File: src/inc/cpu_regs_cfg.svh
`ifndef CPU_REGS_CFG_SVH
`define CPU_REGS_CFG_SVH

// register byte offsets
`define OFS_GP_WORD_0 8'h00
`define OFS_GP_WORD_1 8'h04
`define OFS_GP_WORD_2 8'h08
`define OFS_GP_WORD_3 8'h0c
`define OFS_PTR_REG_0 8'h10
`define OFS_PTR_REG_1 8'h14
`define OFS_FRAME_BASE 8'h18
`define OFS_VECTOR_BASE 8'h1c
`define OFS_PROG_COUNTER 8'h20
`define OFS_USER_SP 8'h24
`define OFS_IRQ_SP 8'h28
`define OFS_STATIC_BASE 8'h2c
`define OFS_FLAG_WORD 8'h30
`define OFS_ACTIVE_SP 8'h34
`define OFS_GP_LONG_LOW 8'h38
`define OFS_GP_LONG_HIGH 8'h3c
`define OFS_PTR_LONG 8'h40

// banked register indices
`define IDX_GP_WORD_0 3'h0
`define IDX_GP_WORD_1 3'h1
`define IDX_GP_WORD_2 3'h2
`define IDX_GP_WORD_3 3'h3
`define IDX_PTR_REG_0 3'h4
`define IDX_PTR_REG_1 3'h5
`define IDX_FRAME_BASE 3'h6
`define IDX_NONE 3'h7

// flag word field positions
`define FLG_BORROW_OUT 0
`define FLG_TRACE 1
`define FLG_NULL_RESULT 2
`define FLG_NEGATIVE 3
`define FLG_GROUP_SEL 4
`define FLG_ARITH_WRAP 5
`define FLG_MASK_GATE 6
`define FLG_STACK_CHOICE 7
`define FLG_PRIO_LO 8
`define FLG_PRIO_HI 10

// reset values
`define RST_WORD16 16'h0000
`define RST_WORD20 20'h00000
`define RST_FLAG_WORD 11'h000

// software trap numbers below this switch to the interrupt stack
`define SOFT_TRAP_SWITCH_LIMIT 6'h20

`endif

File: src/inc/cpu_regs_pkg.sv
package cpu_regs_pkg;

  typedef enum logic [1:0]
  {
    bus_idle = 2'b01,
    bus_ack = 2'b10
  } bus_state_e;

  typedef enum logic [1:0]
  {
    size_byte = 2'h0,
    size_word = 2'h1,
    size_long = 2'h2
  } alu_size_e;

  typedef logic [15:0] word16_t;
  typedef logic [19:0] word20_t;
  typedef logic [10:0] flag_t;

endpackage

File: src/hdl/cpu_register_set_and_flags.sv
// Notes on behaviour
// - thirteen registers; gp words, pointers and frame base form one bank, two copies.
// - group select flag 0 picks bank 0, 1 picks bank 1.
// - four 16-bit general words; words 0 and 1 also split into byte halves.
// - word 2 with word 0, and word 3 with word 1, form 32-bit pairs.
// - two 16-bit pointer registers, also paired into one 32-bit value.
// - 16-bit frame base pointer gives the base for frame-relative addressing.
// - 20-bit vector table base holds the interrupt table start address.
// - 20-bit program counter holds the next instruction address.
// - stack choice 0 selects interrupt stack, 1 selects user stack.
// - accepted hardware interrupt or soft trap 0..31 clears stack choice.
// - 16-bit static base pointer gives the static-relative base.
// - flag word is 11 bits of processor status.
// - borrow out flag keeps carry, borrow or shifted-out bit of last op.
// - null result flag is 1 for zero result, else 0.
// - negative flag is 1 for negative result, else 0.
// - arithmetic wrap flag is 1 on signed overflow, else 0.
// - maskable interrupts blocked while mask gate is 0, allowed when 1.
// - accepting an interrupt clears mask gate.
// - 3-bit priority level; interrupt taken only if priority strictly greater.
// - flag word bits above the field read zero; software writes zero there.
//
// Register access over Avalon-MM and the address map were decided locally.
`timescale 1ns/1ps
`include "cpu_regs_cfg.svh"

module cpu_register_set_and_flags
  import cpu_regs_pkg::*;
(
  // clock and reset
  input wire logic clock,
  input wire logic rstn,
  // avalon-mm slave
  input wire logic [7:0] address,
  input wire logic read,
  input wire logic write,
  input wire logic [3:0] byteenable,
  input wire logic [31:0] writedata,
  output logic [31:0] readdata,
  output logic waitrequest,
  // alu flag update
  input wire logic alu_update,
  input wire logic [31:0] alu_result,
  input wire logic [1:0] alu_size,
  input wire logic alu_carry,
  input wire logic alu_overflow,
  // program counter load
  input wire logic pc_load,
  input wire logic [19:0] pc_value,
  // interrupt and trap events
  input wire logic irq_request,
  input wire logic irq_maskable,
  input wire logic [2:0] irq_priority,
  input wire logic soft_trap,
  input wire logic [5:0] soft_trap_num,
  // status toward the datapath
  output logic irq_accept,
  output logic [15:0] active_stack_ptr,
  output logic bank_select,
  output logic [15:0] frame_base,
  output logic [15:0] static_base,
  output logic [19:0] next_pc,
  output logic [19:0] vector_base
);

  bus_state_e state_ff;
  logic wait_ff;
  logic [31:0] rdata_ff;
  word16_t bank_ff [0:1][0:6];
  word20_t vbase_ff;
  word20_t pc_ff;
  word16_t usp_ff;
  word16_t isp_ff;
  word16_t sbase_ff;
  flag_t flag_ff;
  logic ack_ff;
  logic [15:0] asp_ff;
  logic bus_wr;
  logic bank;
  logic take_irq;
  logic [31:0] rd_mux;
  logic [15:0] frame_base_ff;
  logic [15:0] nxt_frame_base;

  // merge 16 bits under two byte lanes
  function automatic word16_t merge16(input word16_t old, input logic [15:0] nw,
    input logic [1:0] be);
    merge16 = {be[1] ? nw[15:8] : old[15:8], be[0] ? nw[7:0] : old[7:0]};
  endfunction

  // merge 20 bits under three byte lanes
  function automatic word20_t merge20(input word20_t old, input logic [19:0] nw,
    input logic [2:0] be);
    merge20 = {be[2] ? nw[19:16] : old[19:16], be[1] ? nw[15:8] : old[15:8],
      be[0] ? nw[7:0] : old[7:0]};
  endfunction

  // offset to banked index
  function automatic logic [2:0] bank_index(input logic [7:0] ofs);
    case (ofs)
      `OFS_GP_WORD_0: bank_index = `IDX_GP_WORD_0;
      `OFS_GP_WORD_1: bank_index = `IDX_GP_WORD_1;
      `OFS_GP_WORD_2: bank_index = `IDX_GP_WORD_2;
      `OFS_GP_WORD_3: bank_index = `IDX_GP_WORD_3;
      `OFS_PTR_REG_0: bank_index = `IDX_PTR_REG_0;
      `OFS_PTR_REG_1: bank_index = `IDX_PTR_REG_1;
      `OFS_FRAME_BASE: bank_index = `IDX_FRAME_BASE;
      default: bank_index = `IDX_NONE;
    endcase
  endfunction

  assign bank = flag_ff[`FLG_GROUP_SEL];
  // write lands on the edge that sees waitrequest low
  assign bus_wr = write && (state_ff == bus_ack);

  assign take_irq = irq_request && (irq_priority > flag_ff[`FLG_PRIO_HI:`FLG_PRIO_LO])
    && (!irq_maskable || flag_ff[`FLG_MASK_GATE]);

  // bus handshake: one wait cycle so read data comes from a flop
  always_ff @(posedge clock)
  begin
    if (!rstn)
    begin
      state_ff <= bus_idle;
      wait_ff <= 1'b1;
    end
    else
    begin
      unique case (state_ff)
        bus_idle:
        begin
          if (read || write)
          begin
            state_ff <= bus_ack;
            wait_ff <= 1'b0;
          end
        end
        bus_ack:
        begin
          state_ff <= bus_idle;
          wait_ff <= 1'b1;
        end
        default:
        begin
          state_ff <= bus_idle;
          wait_ff <= 1'b1;
        end
      endcase
    end
  end

  // read mux; unmapped reads return zero
  always_comb
  begin
    rd_mux = 32'h0000_0000;
    unique case (address)
      `OFS_GP_WORD_0, `OFS_GP_WORD_1, `OFS_GP_WORD_2, `OFS_GP_WORD_3,
      `OFS_PTR_REG_0, `OFS_PTR_REG_1, `OFS_FRAME_BASE:
        rd_mux = {16'h0000, bank_ff[bank][bank_index(address)]};
      `OFS_VECTOR_BASE: rd_mux = {12'h000, vbase_ff};
      `OFS_PROG_COUNTER: rd_mux = {12'h000, pc_ff};
      `OFS_USER_SP: rd_mux = {16'h0000, usp_ff};
      `OFS_IRQ_SP: rd_mux = {16'h0000, isp_ff};
      `OFS_STATIC_BASE: rd_mux = {16'h0000, sbase_ff};
      `OFS_FLAG_WORD: rd_mux = {21'h0, flag_ff};
      `OFS_ACTIVE_SP: rd_mux = {16'h0000, asp_ff};
      `OFS_GP_LONG_LOW:
        rd_mux = {bank_ff[bank][`IDX_GP_WORD_2], bank_ff[bank][`IDX_GP_WORD_0]};
      `OFS_GP_LONG_HIGH:
        rd_mux = {bank_ff[bank][`IDX_GP_WORD_3], bank_ff[bank][`IDX_GP_WORD_1]};
      `OFS_PTR_LONG:
        rd_mux = {bank_ff[bank][`IDX_PTR_REG_1], bank_ff[bank][`IDX_PTR_REG_0]};
      default: rd_mux = 32'h0000_0000;
    endcase
  end

  // read data captured as waitrequest drops and held until next capture
  always_ff @(posedge clock)
  begin
    if (!rstn)
      rdata_ff <= 32'h0000_0000;
    else if (state_ff == bus_idle && read)
      rdata_ff <= rd_mux;
  end

  always_ff @(posedge clock)
  begin
    if (!rstn)
    begin
      for (int b = 0; b < 2; b++)
        for (int i = 0; i < 7; i++)
          bank_ff[b][i] <= `RST_WORD16;
    end
    else if (bus_wr)
    begin
      if (bank_index(address) != `IDX_NONE)
        bank_ff[bank][bank_index(address)] <=
          merge16(bank_ff[bank][bank_index(address)], writedata[15:0], byteenable[1:0]);
      else if (address == `OFS_GP_LONG_LOW)
      begin
        bank_ff[bank][`IDX_GP_WORD_0] <=
          merge16(bank_ff[bank][`IDX_GP_WORD_0], writedata[15:0], byteenable[1:0]);
        bank_ff[bank][`IDX_GP_WORD_2] <=
          merge16(bank_ff[bank][`IDX_GP_WORD_2], writedata[31:16], byteenable[3:2]);
      end
      else if (address == `OFS_GP_LONG_HIGH)
      begin
        bank_ff[bank][`IDX_GP_WORD_1] <=
          merge16(bank_ff[bank][`IDX_GP_WORD_1], writedata[15:0], byteenable[1:0]);
        bank_ff[bank][`IDX_GP_WORD_3] <=
          merge16(bank_ff[bank][`IDX_GP_WORD_3], writedata[31:16], byteenable[3:2]);
      end
      else if (address == `OFS_PTR_LONG)
      begin
        bank_ff[bank][`IDX_PTR_REG_0] <=
          merge16(bank_ff[bank][`IDX_PTR_REG_0], writedata[15:0], byteenable[1:0]);
        bank_ff[bank][`IDX_PTR_REG_1] <=
          merge16(bank_ff[bank][`IDX_PTR_REG_1], writedata[31:16], byteenable[3:2]);
      end
    end
  end

  // frame base of the bank selected after this edge
  always_comb
  begin
    nxt_frame_base = bank_ff[bank][`IDX_FRAME_BASE];
    if (bus_wr && address == `OFS_FLAG_WORD && byteenable[0])
      nxt_frame_base = bank_ff[writedata[`FLG_GROUP_SEL]][`IDX_FRAME_BASE];
    else if (bus_wr && address == `OFS_FRAME_BASE)
      nxt_frame_base = merge16(bank_ff[bank][`IDX_FRAME_BASE], writedata[15:0],
        byteenable[1:0]);
  end

  // lookahead keeps the output a plain flop with no extra cycle of lag
  always_ff @(posedge clock)
  begin
    if (!rstn)
      frame_base_ff <= `RST_WORD16;
    else
      frame_base_ff <= nxt_frame_base;
  end

  always_ff @(posedge clock)
  begin
    if (!rstn)
      vbase_ff <= `RST_WORD20;
    else if (bus_wr && address == `OFS_VECTOR_BASE)
      vbase_ff <= merge20(vbase_ff, writedata[19:0], byteenable[2:0]);
  end

  // program counter; datapath load beats a bus write
  always_ff @(posedge clock)
  begin
    if (!rstn)
      pc_ff <= `RST_WORD20;
    else if (pc_load)
      pc_ff <= pc_value;
    else if (bus_wr && address == `OFS_PROG_COUNTER)
      pc_ff <= merge20(pc_ff, writedata[19:0], byteenable[2:0]);
  end

  always_ff @(posedge clock)
  begin
    if (!rstn)
    begin
      sbase_ff <= `RST_WORD16;
      usp_ff <= `RST_WORD16;
      isp_ff <= `RST_WORD16;
    end
    else if (bus_wr)
    begin
      if (address == `OFS_STATIC_BASE)
        sbase_ff <= merge16(sbase_ff, writedata[15:0], byteenable[1:0]);
      if (address == `OFS_USER_SP)
        usp_ff <= merge16(usp_ff, writedata[15:0], byteenable[1:0]);
      if (address == `OFS_IRQ_SP)
        isp_ff <= merge16(isp_ff, writedata[15:0], byteenable[1:0]);
    end
  end

  // flag word: hardware events override a same-cycle software write
  always_ff @(posedge clock)
  begin
    if (!rstn)
      flag_ff <= `RST_FLAG_WORD;
    else
    begin
      if (bus_wr && address == `OFS_FLAG_WORD)
        flag_ff <= {byteenable[1] ? writedata[10:8] : flag_ff[10:8],
          byteenable[0] ? writedata[7:0] : flag_ff[7:0]};
      if (alu_update)
      begin
        flag_ff[`FLG_BORROW_OUT] <= alu_carry;
        flag_ff[`FLG_ARITH_WRAP] <= alu_overflow;
        unique case (alu_size)
          size_byte:
          begin
            flag_ff[`FLG_NULL_RESULT] <= (alu_result[7:0] == 8'h00);
            flag_ff[`FLG_NEGATIVE] <= alu_result[7];
          end
          size_word:
          begin
            flag_ff[`FLG_NULL_RESULT] <= (alu_result[15:0] == 16'h0000);
            flag_ff[`FLG_NEGATIVE] <= alu_result[15];
          end
          default:
          begin
            flag_ff[`FLG_NULL_RESULT] <= (alu_result == 32'h0000_0000);
            flag_ff[`FLG_NEGATIVE] <= alu_result[31];
          end
        endcase
      end
      if (take_irq)
      begin
        flag_ff[`FLG_MASK_GATE] <= 1'b0;
        flag_ff[`FLG_STACK_CHOICE] <= 1'b0;
      end
      if (soft_trap && soft_trap_num < `SOFT_TRAP_SWITCH_LIMIT)
        flag_ff[`FLG_STACK_CHOICE] <= 1'b0;
    end
  end

  // active stack pointer, one cycle behind the flag
  always_ff @(posedge clock)
  begin
    if (!rstn)
      asp_ff <= `RST_WORD16;
    else
      asp_ff <= flag_ff[`FLG_STACK_CHOICE] ? usp_ff : isp_ff;
  end

  // acceptance pulse toward interrupt control
  always_ff @(posedge clock)
  begin
    if (!rstn)
      ack_ff <= 1'b0;
    else
      ack_ff <= take_irq;
  end

  assign readdata = rdata_ff;
  assign waitrequest = wait_ff;
  assign irq_accept = ack_ff;
  assign active_stack_ptr = asp_ff;
  assign bank_select = flag_ff[`FLG_GROUP_SEL];
  assign frame_base = frame_base_ff;
  assign static_base = sbase_ff;
  assign next_pc = pc_ff;
  assign vector_base = vbase_ff;

endmodule

File: config.mk
export PLATFORM = sky130hd
export DESIGN_NAME = cpu_register_set_and_flags
export DESIGN_NICKNAME = d
export VERILOG_FILES = /design/src/inc/cpu_regs_pkg.sv /design/src/hdl/cpu_register_set_and_flags.sv
export VERILOG_INCLUDE_DIRS = /design/src /design/src/inc
export SDC_FILE = /design/constraint.sdc
export NUM_CORES = 1
export LEC_CHECK = 0
export BUFFER_PORTS_ARGS = -buffer_cell sky130_fd_sc_hd__buf_2
export CAP_MARGIN = 15
export CORE_MARGIN = 2
export CORE_UTILIZATION = 45
export DETAILED_ROUTE_END_ITERATION = 10
export GPL_TIMING_DRIVEN = 0
export PLACE_DENSITY = 0.64
export SLEW_MARGIN = 30
export SYNTH_ARGS = -nofsm -noshare
export SYNTH_HDL_FRONTEND = slang
export SYNTH_SLANG_ARGS = --single-unit
File: constraint.sdc
create_clock -name clock -period 7.5 [get_ports clock]
set_clock_uncertainty 0.15 [all_clocks]
set_input_delay 0.75 -clock clock [delete_from_list [all_inputs] [get_ports clock]]
set_output_delay 0.75 -clock clock [all_outputs]
set_load 0.1 [all_outputs]
==> impl_metrics.yaml, run 1 <==
clock_tree:
  clock-sinks: 391
  cts_hold_buf: 0
  cts_buffers: 45
  tritoncts: "built"
  clk_path_buf_depth: 3
  worstSkewPairLatency_ns: 0.60
  cts_root_buffer: "clkbuf_16"
  cts_resized: 0
  post-cts-setup-buffers: 0
  clk_pin_slew_ns: 0.06
  h-tree-depth: 2
pwr:
  power_frac_clock_pct: 44.2
  p_switching_w: 0.00138
  p_comb_share_pct: 10.1
  total_leakage_power_nw: 8.75
  swShare_pct: 26.9
  seqPwrFrac_pct: 45.6
  ir_drop_mv: 0.177
  power_density_nw_per_um2: 211
  intPower_w: 0.00375
die:
  die-height_um: 219
  initial_core_util_pct: 45.8
  fp-row-count: 78
  die_x_um: 219
  core_area_um2: 45500
  ios: 241
  dieArea_um2: 48000
synth:
  ys_top_cells_by_area: "edfxtp_1 (32%), dfxtp_1 (16%), mux2i_1 (7.8%)"
  synthTopCellsByCount: "nor2_1 (331), nand2_1 (269), edfxtp_1 (224)"
  syn-mean-instance-area_um2: 9.42
  yosysMostFrequentCell: "nor2_1"
  synth_top_flop_cell: "edfxtp_1"
  syn_inst: 2210
  synth_top_area_cell: "edfxtp_1"
  synthDistinctLibCells: 74
  ys_seq_area_share_pct: 48.4
  synth_top_area_share_pct: 32.3
  syn_nets: 2331
  netlist_area_um2: 20800
  synth_seq_cells: 391
  async_flop_share_pct: 0
  ys_warn_count: 0
  synth_enable_flop_cells: 224
worst_setup_path:
  path_class: "reg2reg"
  startpoint_type: "flop"
  endpoint_kind: "flop"
  slowest_delay_ns: 0.78
  crit_fanout: 16
  critPathSlowestCell: "nor2_1"
  cp_cell_sequence: "and3b_1 > clkbuf_1 > nand2_1 > nor2_1 > o211ai_1 > clkbuf_1 > nand2_1"
  cp_data_required_time_ns: 7.55
  crit_arrival_ns: 4.89
final_layout:
  stdcell_area_um2: 24300
  fin_nets: 2604
  fillers: 4281
  layout-drive-gt1-share_pct: 17.1
  syn2layout_area_growth_pct: 16.9
  utilization_pct: 53.5
sta:
  fin_crit_sh_pct: 64.6
  layout_min_cycle_time_ns: 4.85
  setup_viol: 0
  tns_ns: 0
  worst_slack_ns: 2.65
  hold_slack_ns: 0.238
  hold_viol: 0
  worstMarginPinSlew_ns: 1.13
  relSlewSlack_pct: 24.4
  fmax_mhz: 206
  slew_violations: 0
  rsz0062_at_grt: "false"
grt:
  grt_max_degree: 17
  grt_pass1_wl_mm: 140
  grt_usage_pct: 41.5
  grt_pass1_vias: 19200
  antenna_found_initial: 2
  overflow: 0
detailed_routing:
  drc: 0
  vias: 20800
  drt-pass1-iter-count: 6
  vias_per_cell: 6.67
  routed_wl_mm: 101
  final_antenna_net_count: 0
  drt-initial-drc-count: 3072
  wl_per_cell_um: 32.4
hold_path:
  hold_class: "in2reg"
outcome:
  outcome: "finished, final reports clean"
placement:
  post-place-ws_ns: 2.34
  place_congestion: 1.04
  hpwlAfterDp_mm: 75.8
  io_buffers: 221
  dpl_cell_area_um2: 22800
flow_run:
  cap_viol_max_count: 0
-- power by group through the flow --
stage	sequential [W]	clock, W	combinational, W
floorplan	0.00245	0	0.000211
global placement	0.00238	0	0.000487
detailed placement	0.00238	0	0.000495
CTS	0.00234	0.00226	0.000496
global route	0.00234	0.00233	0.000528
finish	0.00234	0.00227	0.000520
-- cell families (layout without fill, tap and decap cells) --
| kind of cell | Yosys count | after routing | synth area share [%] |
|---|---|---|---|
| other | 0 | 1 | 0 |
| AND/OR/NAND/NOR | 789 | 789 | 16.3 |
| adder cells (fa/ha/maj) | 3 | 3 | 0.180 |
| AO/OA/AOI/OAI | 594 | 594 | 19.6 |
| flip-flops | 391 | 391 | 48.4 |
| multiplexers | 228 | 228 | 11.6 |
| buffers and inverters | 205 | 513 | 3.94 |
-- stage by stage --
stage	cells	total power, W
2_1_floorplan	2210	0.00266
3_3_place_gp	3031	0.00287
3_5_place_dp	3033	0.00288
4_1_cts	3115	0.00509
5_1_grt	3119	0.00520
6_report	3119	0.00513
-- worst max-delay path: cells and delay by family (launching register included) --
kind | cells | cell delay (ns)
buf+inv | 2 | 1.17
flops | 1 | 0.32
simple gates | 4 | 2.18
compound gates | 1 | 0.61
-- final timing paths --
| kind | from | endpoint | slack (ns) | cells after the start |
|---|---|---|---|---|
| worst max-delay path | state_ff[0]$_SDFFE_PN1P_ | bank_ff[0][51]$_SDFFCE_PN0P_ | 2.65 | 7 |
| worst min-delay path | pc_value[15] | next_pc[15]$_SDFFE_PN0P_ | 0.24 | 3 |
| worst max register to register | state_ff[0]$_SDFFE_PN1P_ | bank_ff[0][51]$_SDFFCE_PN0P_ | 2.65 | 7 |
| worst min register to register | readdata[27]$_SDFFE_PN0P_ | readdata[27]$_SDFFE_PN0P_ | 0.30 | 2 |
-- layout make-up --
cell class / count / area, um2 / area share, %
antenna: 1 / 2.50 / 0.0103
timing repair buffer: 226 / 1170 / 4.80
clock buffer: 58 / 1260 / 5.17
inverter: 13 / 48.8 / 0.201
multi-input combinational: 1614 / 10000 / 41.2
tap: 600 / 751 / 3.09
clock inverter: 24 / 224 / 0.920
sequential: 391 / 10100 / 41.4
buffer: 192 / 774 / 3.18
-- state kept, by name, summed over array words and instances (netlist names), named ones only --
signal            flops
bank_ff             224
readdata             32
next_pc              20
vector_base          20
active_stack_ptr     16
frame_base           16
isp_ff               16
static_base          16
usp_ff               16
flag_ff              11
state_ff              2
irq_accept            1
-- cell usage in the layout, fill, tap and decap left out, types with 5 or more instances in the layout --
master and n:
mux2i_1 157, a21oi_1 205, dfxtp_1 167, o21ai_0 83
and3_1 6, mux2_4 7, nor3_1 25, clkbuf_16 47
clkinv_1 7, a2bb2oi_1 5, a222oi_1 6, a31oi_1 20
a22oi_1 18, o31ai_1 37, edfxtp_1 224, nand2_1 269
clkbuf_8 5, buf_2 248, clkinv_2 9, a221oi_1 8
o211ai_1 19, a21o_1 9, a211oi_1 73, mux2i_2 11
and2_1 7, mux2_2 50, inv_1 13, or3_1 8
nand3_1 79, buf_1 8, nor2_1 331, a2111oi_4 11
clkbuf_1 159, o22ai_1 22, nor4_1 10, o221ai_1 6
a311oi_1 10, nand2b_1 18, o311a_1 31
-- per-layer routing --
layer  global-route usage [%]  wire length [um]  up-vias
met4                     20.4              5470        2
met1                     56.5             39500    10200
met2                     61.9             43300     1594
met5                        0                14        -
li1                         -                 -     8728
met3                     9.95             12700      275
Note: power is estimated with default switching activity, not from simulation.
==> run 2: changes to the inputs <==
--- a/config.mk
+++ b/config.mk
@@ -12,7 +12,7 @@
 export CORE_UTILIZATION = 45
 export DETAILED_ROUTE_END_ITERATION = 10
 export GPL_TIMING_DRIVEN = 0
-export PLACE_DENSITY = 0.64
+export PLACE_DENSITY = 0.67
 export SLEW_MARGIN = 30
 export SYNTH_ARGS = -nofsm -noshare
 export SYNTH_HDL_FRONTEND = slang
==> constraint.sdc (replaced) <==
create_clock -name clock -period 3.9 [get_ports clock]
set_clock_uncertainty 0.15 [all_clocks]
set_input_delay 0.39 -clock clock [delete_from_list [all_inputs] [get_ports clock]]
set_output_delay 0.39 -clock clock [all_outputs]
set_load 0.1 [all_outputs]
==> impl_metrics.yaml, run 2 (synthesis gave the netlist of run 1 again) <==
grt:
  antenna_found_initial: 4
  grt_max_degree: 17
  overflow: 0
  grt_pass1_vias: 19600
  grt_pass1_wl_mm: 139
  grt_usage_pct: 40.9
final_layout:
  syn2layout_area_growth_pct: 19.1
  final_cell_mix: "nor2_1 (330), nand2_1 (262), buf_2 (246), edfxtp_1 (224), a21oi_1 (203)"
  largest_reg_flops: 224
  regMostFlops: "bank_ff"
  final_common_cell: "nor2_1"
  fillers: 4184
  instances_no_fill: 3152
  layout-drive-gt1-share_pct: 18.1
  utilization_pct: 54.5
  fin_nets: 2636
placement:
  hpwlAfterDp_mm: 74.1
  dp_cells: 3033
  place_congestion: 1.09
  post-place-ws_ns: -0.754
  io_buffers: 221
pwr:
  power_frac_clock_pct: 44.1
  intPower_w: 0.00720
  seqPwrFrac_pct: 45.5
  total_leakage_power_nw: 8.95
  p_switching_w: 0.00269
  ir_drop_mv: 0.292
  power_density_nw_per_um2: 398
  swShare_pct: 27.2
  p_comb_share_pct: 10.4
die:
  core_area_um2: 45500
  die_x_um: 219
  ios: 241
  initial_core_util_pct: 45.8
  dieArea_um2: 48000
  fp-row-count: 78
  die-height_um: 219
sta:
  relSlewSlack_pct: 23.2
  worstMarginPinSlew_ns: 1.15
  slew_violations: 0
  fmax_mhz: 250
  worst_slack_ns: -0.102
  fin_crit_sh_pct: 103
  tns_ns: -1.28
  setup_viol: 31
  hold_viol: 0
  rsz0062_at_grt: "false"
  layout_min_cycle_time_ns: 4.00
hold_path:
  whs_path_depth: 4
  holdPathEnd: "next_pc[0]$_SDFFE_PN0P_"
  hold_class: "in2reg"
  min_from: "writedata[0]"
worst_setup_path:
  crit_arrival_ns: 4.15
  reg2reg_depth: 10
  slowest_delay_ns: 0.67
  path_class: "reg2reg"
  r2r-end: "bank_ff[1][40]$_DFFE_PP_"
  critPathSlowestCell: "mux2i_1"
  cp_cell_sequence: "buf_2 > buf_2 > buf_2 > mux2i_1 > o21ai_0 > a21oi_1 > a2111oi_4 > buf_4 > o31ai_1 > nor2_1"
  cp_data_required_time_ns: 4.05
  startpoint_type: "flop"
  endpoint_kind: "flop"
  worst_path_most_repeated_cell: "buf_2"
  crit_fanout: 10
  regToRegSetupSlack_ns: -0.10
outcome:
  violations: "negative setup slack"
  outcome: "finished, violations left"
clock_tree:
  cts_buffers: 44
  worstSkewPairLatency_ns: 0.61
  tritoncts: "built"
  clk_path_buf_depth: 3
  clock-sinks: 391
  h-tree-depth: 2
  clk_pin_slew_ns: 0.07
  cts_root_buffer: "clkbuf_16"
detailed_routing:
  drt-pass1-iter-count: 6
  drc: 0
  vias_per_cell: 6.58
  drt-initial-drc-count: 3265
  routed_wl_mm: 99.5
  vias: 20700
  wl_per_cell_um: 31.6
  final_antenna_net_count: 0
flow_run:
  cap_viol_max_count: 0
run 2: power groups by stage:
stage	combinational (W)	clock, W	sequential (W)
finish	0.00103	0.00436	0.00450
floorplan	0.000406	0	0.00471
global placement	0.000926	0	0.00458
detailed placement	0.000946	0	0.00458
CTS	0.000980	0.00432	0.00449
global route	0.00105	0.00448	0.00450
run 2: repair_timing:
action                                  CTS  global route
hold buffers                             28             0
endpoints found under the hold margin    27             0
buffers inserted                          0             8
resized for setup                        15            20
pin swaps                                 0             8
endpoints found under the setup margin  155           159
run 2: area by class of cell:
type | instances | area, um2 | area share, %
Clock buffer | 58 | 1230 | 4.95
Inverter | 13 | 48.8 | 0.197
Timing Repair Buffer | 260 | 1490 | 5.99
Clock inverter | 24 | 249 | 1.00
Tap cell | 600 | 751 | 3.03
Sequential cell | 391 | 10100 | 40.6
Multi-Input combinational cell | 1614 | 10200 | 41.0
Buffer | 191 | 788 | 3.18
Antenna cell | 1 | 2.50 | 0.0101
run 2: how the worst max path moves through the flow:
stage	start	end	slack, ns	depth (start not counted)
floorplan	address[7]	bank_ff[1][48]$_DFFE_PP_	0.35	7
global placement	address[6]	bank_ff[1][62]$_DFFE_PP_	-1.20	7
detailed placement	address[1]	bank_ff[0][31]$_SDFFCE_PN0P_	-0.75	9
CTS	flop	bank_ff[0][36]$_SDFFCE_PN0P_	-0.004	10
global route	flop	bank_ff[1][69]$_DFFE_PP_	0.02	7
finish	flop	bank_ff[1][40]$_DFFE_PP_	-0.10	10
run 2: layer usage:
layer	vias to the layer above	routed length, um	GRT usage, %
met3	368	12700	11.8
met1	9920	37600	53.6
met4	6	6760	22.6
li1	8777	-	-
met5	-	34	0
met2	1665	42300	60.7
run 2: through the flow:
| stage | cell area, um2 | hold slack, ns | power (W) |
|---|---|---|---|
| detailed placement | 22800 | 0.298 | 0.00553 |
| global placement | 22700 | 0.292 | 0.00550 |
| floorplan | 20800 | 0.287 | 0.00511 |
| CTS | 24600 | 0.0151 | 0.00980 |
| finish | 24800 | 0.0184 | 0.00988 |
| global route | 24800 | 0.0314 | 0.0100 |
run 2: worst max-delay path, delay by kind of cell (launching register included):
| kind | cells | cell delay (ns) |
|---|---|---|
| compound gates | 4 | 1.31 |
| buf+inv | 4 | 1.17 |
| mux | 1 | 0.67 |
| flops | 1 | 0.31 |
| simple gates | 1 | 0.09 |
